File: config.mk
export PLATFORM = sky130hd
export DESIGN_NAME = updown_reload_timer_8bit
export DESIGN_NICKNAME = d
export VERILOG_FILES = /design/src/verilog/utmr_pkg.sv /design/src/verilog/updown_reload_timer_8bit.sv
export SDC_FILE = /design/constraint.sdc
export NUM_CORES = 1
export LEC_CHECK = 0
export ABC_AREA = 1
export BUFFER_PORTS_ARGS = -buffer_cell sky130_fd_sc_hd__buf_2
export CAP_MARGIN = 10
export CORE_UTILIZATION = 50
export CTS_CLUSTER_DIAMETER = 120
export DETAILED_ROUTE_END_ITERATION = 12
export PLACE_DENSITY = 0.82
export SYNTH_ARGS = -nofsm -noshare
export SYNTH_HDL_FRONTEND = slang
export SYNTH_SLANG_ARGS = --single-unit
File: constraint.sdc
create_clock -name SYS_CLK_I -period 2.5 [get_ports SYS_CLK_I]
set_input_delay 0.125 -clock SYS_CLK_I [delete_from_list [all_inputs] [get_ports SYS_CLK_I]]
set_output_delay 0.125 -clock SYS_CLK_I [all_outputs]
set_load 0.05 [all_outputs]
File: src/verilog/utmr_pkg.sv
// Constants, types and register map of the 8-bit up/down reload timer.
// Assumes an AHB-Lite master with 32-bit data and word-only transfers.
package utmr_pkg;
    localparam logic [15:0] MODE_IDX = 16'hFFB4;
    localparam logic [15:0] COUNT_IDX = 16'hFFB5;
    localparam logic [15:0] AUX_IDX = 16'hFFB6;
    localparam logic [7:0] MODE_RESET = 8'h18;
    localparam logic [7:0] COUNT_RESET = 8'h00;
    localparam logic [7:0] RELOAD_RESET = 8'h00;
    localparam logic [7:0] MODE_FIXED_ONES = 8'h18;
    localparam logic [7:0] MODE_WR_MASK = 8'hE7;
    localparam int RELOAD_SEL_POS = 7;
    localparam int DIR_SRC_POS = 6;
    localparam int SOFT_DIR_POS = 5;
    localparam int CLK_SEL_LSB = 0;
    localparam int AUX_FLAG_POS = 0;
    localparam int AUX_IEN_POS = 1;
    localparam int AUX_EDGE_POS = 2;
    localparam int AUX_SUB8_POS = 3;
    localparam logic [3:0] AUX_RESET = 4'h0;
    localparam logic [2:0] SRC_SUBQ = 3'h6;
    localparam logic [2:0] SRC_EVENT = 3'h7;
    localparam logic [7:0] STEP_ONE = 8'h01;
    localparam logic [7:0] STEP_TWO = 8'h02;
    localparam logic [1:0] HTRANS_NONSEQ = 2'h2;
    localparam logic [2:0] HSIZE_WORD = 3'h2;

    typedef enum logic [5:0]
    {
        PWR_ACTIVE = 6'h01,
        PWR_SLEEP = 6'h02,
        PWR_WATCH = 6'h04,
        PWR_STANDBY = 6'h08,
        PWR_SUBACTIVE = 6'h10,
        PWR_SUBSLEEP = 6'h20
    } pwr_e;

    typedef struct packed
    {
        logic valid;
        logic write;
        logic [15:0] idx;
    } bus_req_s;
endpackage
File: src/verilog/updown_reload_timer_8bit.sv
// 8-bit up/down interval and auto-reload timer with an AHB-Lite slave.
// Assumes prescaler ticks are one-cycle pulses on the system clock;
// subclock-quarter, event and direction inputs may be asynchronous.
module updown_reload_timer_8bit #(
    parameter int N_PRESCALE = 6
) (
    input wire logic SYS_CLK_I, // System clock, 250 MHz
    input wire logic RESET_N_I, // Asynchronous reset, active low
    input wire logic HSEL_I, // Slave select
    input wire logic [31:0] HADDR_I, // Byte address
    input wire logic [1:0] HTRANS_I, // Transfer type
    input wire logic HWRITE_I, // Write when high
    input wire logic [2:0] HSIZE_I, // Transfer size
    input wire logic [31:0] HWDATA_I, // Write data
    input wire logic HREADY_I, // Bus ready
    output logic [31:0] HRDATA_O, // Read data
    output logic HREADYOUT_O, // Slave ready
    output logic HRESP_O, // Always OKAY
    input wire logic [N_PRESCALE-1:0] PRESCALE_TICK_I, // /8192../4 ticks
    input wire logic SUBCLK_QTR_I, // Subclock-quarter clock level
    input wire logic EVENT_I, // External event input
    input wire logic COUNT_DIR_I, // Direction input, high counts down
    input wire logic [5:0] POWER_MODE_I, // One-hot power state
    output logic IRQ_O, // Interrupt request to CPU
    output logic [7:0] COUNT_O // Live counter value
);
    // Elaboration-time check: only the six documented prescaler taps are decoded
    if (N_PRESCALE != 6)
    begin : g_bad_prescale
        $error("N_PRESCALE must be 6");
    end

    logic rst_meta_q, rst_n;
    logic ev_meta_q, ev_sync_q, ev_prev_q;
    logic dir_meta_q, dir_sync_q;
    logic sq_meta_q, sq_sync_q, sq_prev_q;
    logic [7:0] mode_q, count_q, reload_q;
    logic [3:0] aux_q;
    utmr_pkg::bus_req_s req_q;
    logic [31:0] rdata_q;
    logic ready_q, irq_q;

    // Reset release through two flops
    always_ff @(posedge SYS_CLK_I or negedge RESET_N_I)
    begin
        if (!RESET_N_I)
        begin
            rst_meta_q <= 1'b0;
            rst_n <= 1'b0;
        end
        else
        begin
            rst_meta_q <= 1'b1;
            rst_n <= rst_meta_q;
        end
    end

    // Input synchronisers, edge detectors look at the second stage only
    always_ff @(posedge SYS_CLK_I or negedge rst_n)
    begin
        if (!rst_n)
        begin
            ev_meta_q <= 1'b0;
            ev_sync_q <= 1'b0;
            ev_prev_q <= 1'b0;
            dir_meta_q <= 1'b0;
            dir_sync_q <= 1'b0;
            sq_meta_q <= 1'b0;
            sq_sync_q <= 1'b0;
            sq_prev_q <= 1'b0;
        end
        else
        begin
            ev_meta_q <= EVENT_I;
            ev_sync_q <= ev_meta_q;
            ev_prev_q <= ev_sync_q;
            dir_meta_q <= COUNT_DIR_I;
            dir_sync_q <= dir_meta_q;
            sq_meta_q <= SUBCLK_QTR_I;
            sq_sync_q <= sq_meta_q;
            sq_prev_q <= sq_sync_q;
        end
    end

    // Bus decode
    logic [15:0] addr_idx;
    logic addr_ok;
    logic take;
    logic wr_mode, wr_reload, wr_aux;

    assign addr_idx = HADDR_I[17:2];
    assign addr_ok = (HADDR_I[31:18] == 14'h0000) && (HADDR_I[1:0] == 2'h0);
    assign take = HSEL_I && HREADY_I && (HTRANS_I == utmr_pkg::HTRANS_NONSEQ)
        && (HSIZE_I == utmr_pkg::HSIZE_WORD) && addr_ok;
    assign wr_mode = req_q.valid && req_q.write && (req_q.idx == utmr_pkg::MODE_IDX);
    assign wr_reload = req_q.valid && req_q.write && (req_q.idx == utmr_pkg::COUNT_IDX);
    assign wr_aux = req_q.valid && req_q.write && (req_q.idx == utmr_pkg::AUX_IDX);

    // Read data taken at the address phase, valid in the data phase
    logic [31:0] rdata_d;
    always_comb
    begin
        rdata_d = 32'h00000000;
        if (take && !HWRITE_I)
        begin
            case (addr_idx)
                utmr_pkg::MODE_IDX: rdata_d = {24'h000000, mode_q | utmr_pkg::MODE_FIXED_ONES};
                utmr_pkg::COUNT_IDX: rdata_d = {24'h000000, count_q};
                utmr_pkg::AUX_IDX: rdata_d = {28'h0000000, aux_q};
                default: rdata_d = 32'h00000000;
            endcase
        end
    end

    always_ff @(posedge SYS_CLK_I or negedge rst_n)
    begin
        if (!rst_n)
        begin
            req_q <= '0;
            rdata_q <= 32'h00000000;
            ready_q <= 1'b0;
        end
        else
        begin
            ready_q <= 1'b1;
            if (HREADY_I)
            begin
                req_q.valid <= take;
                req_q.write <= HWRITE_I;
                req_q.idx <= addr_idx;
                rdata_q <= rdata_d;
            end
        end
    end

    // Mode register; reserved bits stay one
    always_ff @(posedge SYS_CLK_I or negedge rst_n)
    begin
        if (!rst_n)
        begin
            mode_q <= utmr_pkg::MODE_RESET;
        end
        else if (wr_mode)
        begin
            mode_q <= (HWDATA_I[7:0] & utmr_pkg::MODE_WR_MASK) | utmr_pkg::MODE_FIXED_ONES;
        end
    end

    // Reload register, write-only at the shared address
    always_ff @(posedge SYS_CLK_I or negedge rst_n)
    begin
        if (!rst_n)
        begin
            reload_q <= utmr_pkg::RELOAD_RESET;
        end
        else if (wr_reload)
        begin
            reload_q <= HWDATA_I[7:0];
        end
    end

    // Count source and gating
    logic [2:0] clk_sel;
    logic ev_edge, sq_edge, src_tick, run, sub_mode, dir_down, tick;
    logic [7:0] step;

    assign clk_sel = mode_q[utmr_pkg::CLK_SEL_LSB+:3];
    assign ev_edge = aux_q[utmr_pkg::AUX_EDGE_POS] ? (ev_prev_q && !ev_sync_q)
        : (!ev_prev_q && ev_sync_q);
    assign sq_edge = !sq_prev_q && sq_sync_q;
    assign sub_mode = (POWER_MODE_I == utmr_pkg::PWR_SUBACTIVE)
        || (POWER_MODE_I == utmr_pkg::PWR_SUBSLEEP);

    always_comb
    begin
        src_tick = 1'b0;
        if (clk_sel == utmr_pkg::SRC_EVENT)
        begin
            src_tick = ev_edge;
        end
        else if (clk_sel == utmr_pkg::SRC_SUBQ)
        begin
            src_tick = sq_edge;
        end
        else
        begin
            src_tick = PRESCALE_TICK_I[clk_sel];
        end
    end

    always_comb
    begin
        run = 1'b0;
        case (POWER_MODE_I)
            utmr_pkg::PWR_ACTIVE, utmr_pkg::PWR_SLEEP: run = 1'b1;
            utmr_pkg::PWR_SUBACTIVE, utmr_pkg::PWR_SUBSLEEP:
                run = (clk_sel == utmr_pkg::SRC_EVENT) || (clk_sel == utmr_pkg::SRC_SUBQ);
            default: run = 1'b0;
        endcase
    end

    // Direction: field 00 up, 01 down, 1x from pin
    assign dir_down = mode_q[utmr_pkg::DIR_SRC_POS] ? dir_sync_q
        : mode_q[utmr_pkg::SOFT_DIR_POS];
    assign tick = run && src_tick;
    assign step = (sub_mode && aux_q[utmr_pkg::AUX_SUB8_POS] && (clk_sel == utmr_pkg::SRC_SUBQ))
        ? utmr_pkg::STEP_TWO : utmr_pkg::STEP_ONE;

    // Counter next value and wrap detection
    logic [8:0] sum;
    logic wrap;
    logic [7:0] count_d;

    assign sum = dir_down ? ({1'b0, count_q} - {1'b0, step}) : ({1'b0, count_q} + {1'b0, step});
    assign wrap = tick && sum[8];

    always_comb
    begin
        count_d = count_q;
        if (wr_reload)
        begin
            count_d = HWDATA_I[7:0];
        end
        else if (wrap && mode_q[utmr_pkg::RELOAD_SEL_POS])
        begin
            count_d = reload_q;
        end
        else if (tick)
        begin
            count_d = sum[7:0];
        end
    end

    always_ff @(posedge SYS_CLK_I or negedge rst_n)
    begin
        if (!rst_n)
        begin
            count_q <= utmr_pkg::COUNT_RESET;
        end
        else
        begin
            count_q <= count_d;
        end
    end

    // Aux register: flag (write 0 clears, set wins), enable, edge, eighth subclock
    always_ff @(posedge SYS_CLK_I or negedge rst_n)
    begin
        if (!rst_n)
        begin
            aux_q <= utmr_pkg::AUX_RESET;
        end
        else
        begin
            if (wr_aux)
            begin
                aux_q[3:1] <= HWDATA_I[3:1];
            end
            if (wrap)
            begin
                aux_q[utmr_pkg::AUX_FLAG_POS] <= 1'b1;
            end
            else if (wr_aux && !HWDATA_I[utmr_pkg::AUX_FLAG_POS])
            begin
                aux_q[utmr_pkg::AUX_FLAG_POS] <= 1'b0;
            end
        end
    end

    always_ff @(posedge SYS_CLK_I or negedge rst_n)
    begin
        if (!rst_n)
        begin
            irq_q <= 1'b0;
        end
        else
        begin
            irq_q <= aux_q[utmr_pkg::AUX_FLAG_POS] && aux_q[utmr_pkg::AUX_IEN_POS];
        end
    end

    assign HRDATA_O = rdata_q;
    assign HREADYOUT_O = ready_q;
    assign HRESP_O = 1'b0;
    assign IRQ_O = irq_q;
    assign COUNT_O = count_q;
endmodule

; Word-level counts from Yosys, hierarchy flattened
; Index checks and enable logic that the tools add are counted.
[classes]
n_addsub = 2
mul = 0
n_div = 0
magnitude_cmp = 1
n_eq_ne = 14
n_shift = 0
mux = 16
bitwise_logic = 0
reduce_logical = 33
[op_table]
columns = operator, count
row1 = "== test 16 bit, second input constant", 6
row2 = 2-to-1 mux 32 bit, 1
row3 = 2-to-1 mux 8 bit, 3
row4 = case mux 8 bit (3 select lines), 1
row5 = logical AND 1 bit, 20
row6 = zero test 14 bit, 1
row7 = adder 8 x 2 -> 9 bit, 1
row8 = 2-to-1 mux 9 bit, 1
row9 = subtractor 8 x 2 -> 9 bit, 1
row10 = 2-to-1 mux 1 bit, 7
row11 = "== test 3 bit, second input constant", 2
row12 = "== test 6 x 1 -> 1 bit, second input constant", 1
row13 = "== test 6 x 2 -> 1 bit, second input constant", 1
row14 = "== test 6 x 5 -> 1 bit, second input constant", 1
row15 = "== test 6 bit, second input constant", 1
row16 = zero test 1 bit, 5
row17 = "less-than comparator 3 x 4 -> 1 bit, second input constant", 1
row18 = OR reduction 2 bit, 2
row19 = binary-select mux 1 bit (select 3 bit), 1
row20 = "== test 3 x 2 -> 1 bit, second input constant", 1
row21 = nonzero test 3 bit, 1
row22 = "== test 2 bit, second input constant", 1
row23 = zero test 2 bit, 1
row24 = logical OR 1 bit, 2
row25 = 3 further kinds, 3
[word_totals]
regBits = 88
latch_bits = 0
mem_bits_rw = 0
rom_bits = 0
in_bits = 89
n_memories = 0

; Logic depth before layout (Yosys ltp)
[logic_depth]
depth_word = 11
depth_mapped = 21
depth_no_buf = 21

; Least setup slack after synthesis
; Ideal clock, no wire load.
[synth_path]
path_type = register to register
start = register mode_q[1]
end = register count_q[7], in the netlist COUNT_O[7]
setup_time_ps = 118
arrival_ps = 2283
path_slack_ps = 99
stages_incl_launch_ff = 20
synth_period_minus_slack_ps = 2401
cell_sequence = dfrtp_1 nand2_2 nor2_1 nand3b_1 nand3b_1 ha_1 fa_1 inv_1 nand3_1 nand2_1 nand2_1 nand3_1 nand2_1 inv_2 nand3_4 buf_6 nand3_1 nand2_1 nand2_1 nand2_1
[synth_between]
elab_chain_cells = 9
elab_cells_between_ends = 20
[synth_lines]
columns = element, line
row1 = "start, declared", updown_reload_timer_8bit.sv:37  ; logic [7:0] mode_q, count_q, reload_q;
row2 = "start signal, assigned", updown_reload_timer_8bit.sv:141  ; mode_q <= utmr_pkg::MODE_RESET;
row3 = "start signal, assigned", updown_reload_timer_8bit.sv:145  ; mode_q <= (HWDATA_I[7:0] & utmr_pkg::MODE_WR_MASK) | utmr_pkg::MODE_FIXED_ONES;
row4 = == test 3 bit or binary-select mux 1 bit (select 3 bit) (tied branches), --
row5 = logical AND 1 bit or 2-to-1 mux 1 bit (tied branches), "updown_reload_timer_8bit.sv:206, updown_reload_timer_8bit.sv:187"
row6 = 2-to-1 mux 2 bit or 2-to-1 mux 1 bit (tied branches), "updown_reload_timer_8bit.sv:207, updown_reload_timer_8bit.sv:181"
row7 = adder 8 x 2 -> 9 bit (tied with other cells), updown_reload_timer_8bit.sv:214  ; assign sum = dir_down ? ({1'b0, count_q} - {1'b0, step}) : ({1'b0, count_q} + {1'b0, step});
row8 = 2-to-1 mux 9 bit or logical AND 1 bit (tied branches), "updown_reload_timer_8bit.sv:214, updown_reload_timer_8bit.sv:205"
row9 = logical AND 1 bit, updown_reload_timer_8bit.sv:215  ; assign wrap = tick && sum[8];
row10 = logical AND 1 bit, updown_reload_timer_8bit.sv:224  ; else if (wrap && mode_q[utmr_pkg::RELOAD_SEL_POS])
row11 = 2-to-1 mux 8 bit, updown_reload_timer_8bit.sv:224
row12 = 2-to-1 mux 8 bit, updown_reload_timer_8bit.sv:220  ; if (wr_reload)
row13 = "end signal, assigned", updown_reload_timer_8bit.sv:238  ; count_q <= utmr_pkg::COUNT_RESET;
row14 = "end signal, assigned", updown_reload_timer_8bit.sv:242  ; count_q <= count_d;
row15 = "end, declared", updown_reload_timer_8bit.sv:37
; Several ways; a longest one is shown, not always the timed one. The select of a mux whose other input is x is not followed.
; A chain may end at the register's enable or synchronous reset.

; Worst setup path in the final report
[layout_path]
start = register mode_q[2]
end = register count_q[0], in the netlist COUNT_O[0]
; Same word-level chain as after synthesis.

==> insert_results.sql <==
INSERT INTO impl_metrics (metric_group, metric, value, unit) VALUES
('die', 'fp.dieArea', '0.00763', 'sq mm'),
('final_layout', 'leading_cell_type_in_the_layout_fill_and_taps_excluded', 'nand2_1', ''),
('synthesis', 'yosys_register_bits', '64', ''),
('cts', 'cts_inserted_buffers', '9', ''),
('synthesis', 'synth-seq-area-share', '44.0', '%'),
('die', 'rows', '30', ''),
('die', 'core_area', '0.00691', 'sq mm'),
('final_layout', 'layoutNonFillerInstCount', '684', ''),
('routing', 'antenna_violating_nets_post_route', '0', ''),
('worst_setup_path', 'cp-end-kind', 'flop', ''),
('cts', 'ctsRootBufferMaster', 'clkbuf_8', ''),
('timing', 'hold_ws', '0.0167', 'ns'),
('synthesis', 'synthesis.instances', '460', ''),
('worst_setup_path', 'path_common_cell', 'nand2_2', ''),
('final_layout', 'fin_util', '67.2', '%'),
('timing', 'max_freq', '399', 'MHz'),
('min_path', 'worstHoldPathType', 'in2reg', ''),
('worst_setup_path', 'crit_path_top_delay_cell', 'fa_2', ''),
('routing', 'dr_pass1_iterations', '5', ''),
('routing', 'via_count', '3549', ''),
('cts', 'cts_buffer_depth', '2', ''),
('place', 'numPortBuffers', '82', ''),
('cts', 'cts_sinks', '64', ''),
('timing', 'post-route-worst-setup-slack', '-0.00372', 'ns'),
('final_layout', 'area_of_the_multi_input_gates', '0.00180', 'sq mm'),
('worst_setup_path', 'path_cells', 'nand2_2, nor2_2, nand3b_1, nand3b_1, ha_2, fa_2, inv_2, nand3_2, nand2_2, nand2_2, nand2_1, nand2_1, nand2_2, inv_2, nand3_4, nand2_2, nand2_1, nand2_1, a21oi_2', ''),
('final_layout', 'diodes', '0', ''),
('routing', 'detail_route.drc_violations', '0', ''),
('routing', 'route.detailed.wl_per_inst', '13.5', 'um'),
('synthesis', 'average_footprint_of_a_synthesized_cell', '7.92', 'sq um'),
('timing', 'finalCritPeriodShare', '100', '%'),
('timing', 'relative_slew_slack', '48.4', '%'),
('outcome', 'failing_checks', 'setup timing', ''),
('die', 'ios', '132', ''),
('worst_setup_path', 'worst-setup-path-type', 'reg2reg', ''),
('timing', 'skew', '0.0118', 'ns'),
('global_route', 'grt_max_degree', '36', ''),
('place', 'placed_cells_incl_taps', '651', ''),
('timing', 'setup_viol', '1', ''),
('die', 'floorplan.initialDensity', '52.7', '%'),
('final_layout', 'layout.area.seq', '0.00160', 'sq mm'),
('power', 'irDropWorstVdd', '0.510', 'mV'),
('die', 'chipHeight', '87.4', 'um'),
('final_layout', 'mostFrequentLayoutCells', '135 x nand2_1, 82 x buf_2, 63 x dfrtp_1, 42 x inv_1, 32 x nor2_1', ''),
('timing', 'report.final.slew_viol_count', '0', ''),
('synthesis', 'synth_cell_type_count', '43', ''),
('power', 'cellPowerDensity', '767', 'mW/mm^2'),
('final_layout', 'area_growth_syn_to_layout', '27.4', '%'),
('routing', 'wire_length_after_detailed_routing', '9.23', 'mm'),
('global_route', 'grt_pass1_wl', '14.7', 'mm'),
('synthesis', 'yosys-top-cells-area', 'dfrtp_1 44%, nand2_1 14%, buf_4 5.2%, inv_1 4.4%, nand3_1 3.7%', ''),
('final_layout', 'num-nets-final', '681', ''),
('cts', 'clkTransAtPathRegs', '0.07', 'ns'),
('global_route', 'gr-total-overflow', '0', ''),
('timing', 'max_slew.worst_pin.slew', '0.774', 'ns'),
('routing', 'vias_cell', '5.19', ''),
('cts', 'worst_skew_pair.late_latency', '0.35', 'ns'),
('synthesis', 'netlist.area_leader.share', '44.0', '%'),
('synthesis', 'synth_top_area_cell', 'dfrtp_1', ''),
('timing', 'report.final.hold_viol_count', '0', ''),
('timing', 'clock_period_minus_final_worst_setup_slack', '2.50', 'ns'),
('global_route', 'grt_antenna_before_repair', '0', ''),
('timing', 'rsz0062_at_grt', 'yes', ''),
('flow_run', 'number_of_maximum_capacitance_violations', '0', ''),
('worst_setup_path', 'crit_path_max_incr_delay', '0.40', 'ns'),
('outcome', 'status', 'finished, violations left', ''),
('worst_setup_path', 'crit_required', '2.77', 'ns'),
('synthesis', 'ys_warn_count', '0', ''),
('cts', 'tritoncts', 'done', ''),
('power', 'leakagePower', '0.00249', 'uW'),
('worst_setup_path', 'cp_data_arrival_time', '2.77', 'ns'),
('worst_setup_path', 'worstSetupStartpointType', 'flop', ''),
('worst_setup_path', 'critPathMaxFanout', '5', ''),
('place', 'hpwl', '6.65', 'mm'),
('routing', 'drt_iter0_markers', '241', ''),
('final_layout', 'fillCellCount', '558', ''),
('die', 'dieWidth', '87.4', 'um'),
('global_route', 'number_of_global_route_vias_before_repair', '3318', ''),
('synthesis', 'syn-cell-area', '0.00364', 'sq mm'),
('cts', 'htreeDepth', '3', ''),
('place', 'gp_congestion', '0.847', ''),
('final_layout', 'final_layout_size_suffix_gt1_share', '27.4', '%'),
('global_route', 'groute.usage.overall', '25.8', '%');
==> registers in the layout, indices dropped and copies added, names as in the netlist, 4 cells and up <==
name and cells:
aux_q 4, HRDATA_O 8, mode_q 6, req_q 18, COUNT_O 8, reload_q 8
==> per-stage QoR <==
| stage | total power [uW] | TNS (ns) | setup slack [ns] | cell area (sq um) |
|---|---|---|---|---|
| 2_1_floorplan | 2120 | 0 | 0.0991 | 3740 |
| 3_3_place_gp | 2420 | -0.221 | -0.0485 | 4200 |
| 3_5_place_dp | 2460 | -0.560 | -0.131 | 4200 |
| 4_1_cts | 3470 | 0 | 0.00906 | 4580 |
| 5_1_grt | 3750 | -1.62 | -0.220 | 4640 |
| 6_report | 3560 | -0.00372 | -0.00372 | 4640 |
==> critical path: cells and delay by family, from the launching register on <==
family / cells / cell delay (ns)
AOI/OAI and AO/OA: 1 / 0.13
adders and majority gates: 2 / 0.61
buffers and inverters: 2 / 0.12
DFF: 1 / 0.37
and+or+nand+nor: 14 / 1.20
==> final cells by class <==
| class | count | share of cell area [%] |
|---|---|---|
| multi-input cells | 343 | 38.9 |
| flip-flops and latches | 64 | 34.5 |
| repair buffers | 117 | 15.6 |
| inverters | 48 | 3.88 |
| clock buffers | 11 | 2.83 |
| well taps | 96 | 2.59 |
| clock inverters | 5 | 1.75 |
==> report_power, final <==
group	internal, uW	total (uW)	switching [uW]
registers	1140	1250	119
clock network	562	949	388
logic	490	1360	865
total	2190	3560	1370
==> path summary, 6_finish.rpt <==
kind | slack [ns] | cells past startpoint | endpoint | start
min reg2reg | 0.35 | 0 | req_q[9] | rst_n
min | 0.02 | 3 | req_q[9] | HADDR_I[11]
max | -0.004 | 19 | COUNT_O[0] | mode_q[2]
max in group asynchronous | 1.53 | 1 | sq_meta_q | rst_n
max reg2reg | -0.004 | 19 | COUNT_O[0] | mode_q[2]
min in group asynchronous | 0.11 | 2 | rst_n | RESET_N_I
==> routing by layer <==
layer,GRT usage [%],routed length (um),vias to the layer above
met5,0,0,-
met4,12.2,261,0
met3,8.15,523,28
met2,42.3,4610,153
met1,30.9,3840,1671
li1,-,-,1697
==> cells by family after synthesis <==
logic type / synth area share (%)
simple gates: 30.6
flops: 44.0
fa+ha+maj: 3.30
other cells: 0.206
xor+xnor: 0.962
compound gates: 9.04
buf+inv: 11.0
mux: 0.927
==> synth_stat cells, drive strengths merged <==
library cell / n
a21oi: 13
conb: 2
nor2: 35
o22ai: 1
nand2: 144
nand3: 28
xor2: 4
o21bai: 1
or2: 4
dfrtp: 64
nor4: 9
a22o: 3
o211ai: 5
and3: 2
ha: 8
buf: 28
mux2: 3
or3: 1
inv: 48
a31oi: 1
nand3b: 3
clkbuf: 3
a21o: 1
nor3: 10
o21ai: 27
nand4: 11
fa: 1
==> what timing repair did <==
item / in CTS / in global routing
setup buffers: 1 / 2
setup endpoints to repair: 7 / 8
pin swaps: 0 / 8
endpoints found under the hold margin: 14 / 0
hold buffers: 13 / 0
cloned: 1 / 0
resized for setup: 7 / 11
Note: power is estimated with default switching activity, not from simulation.
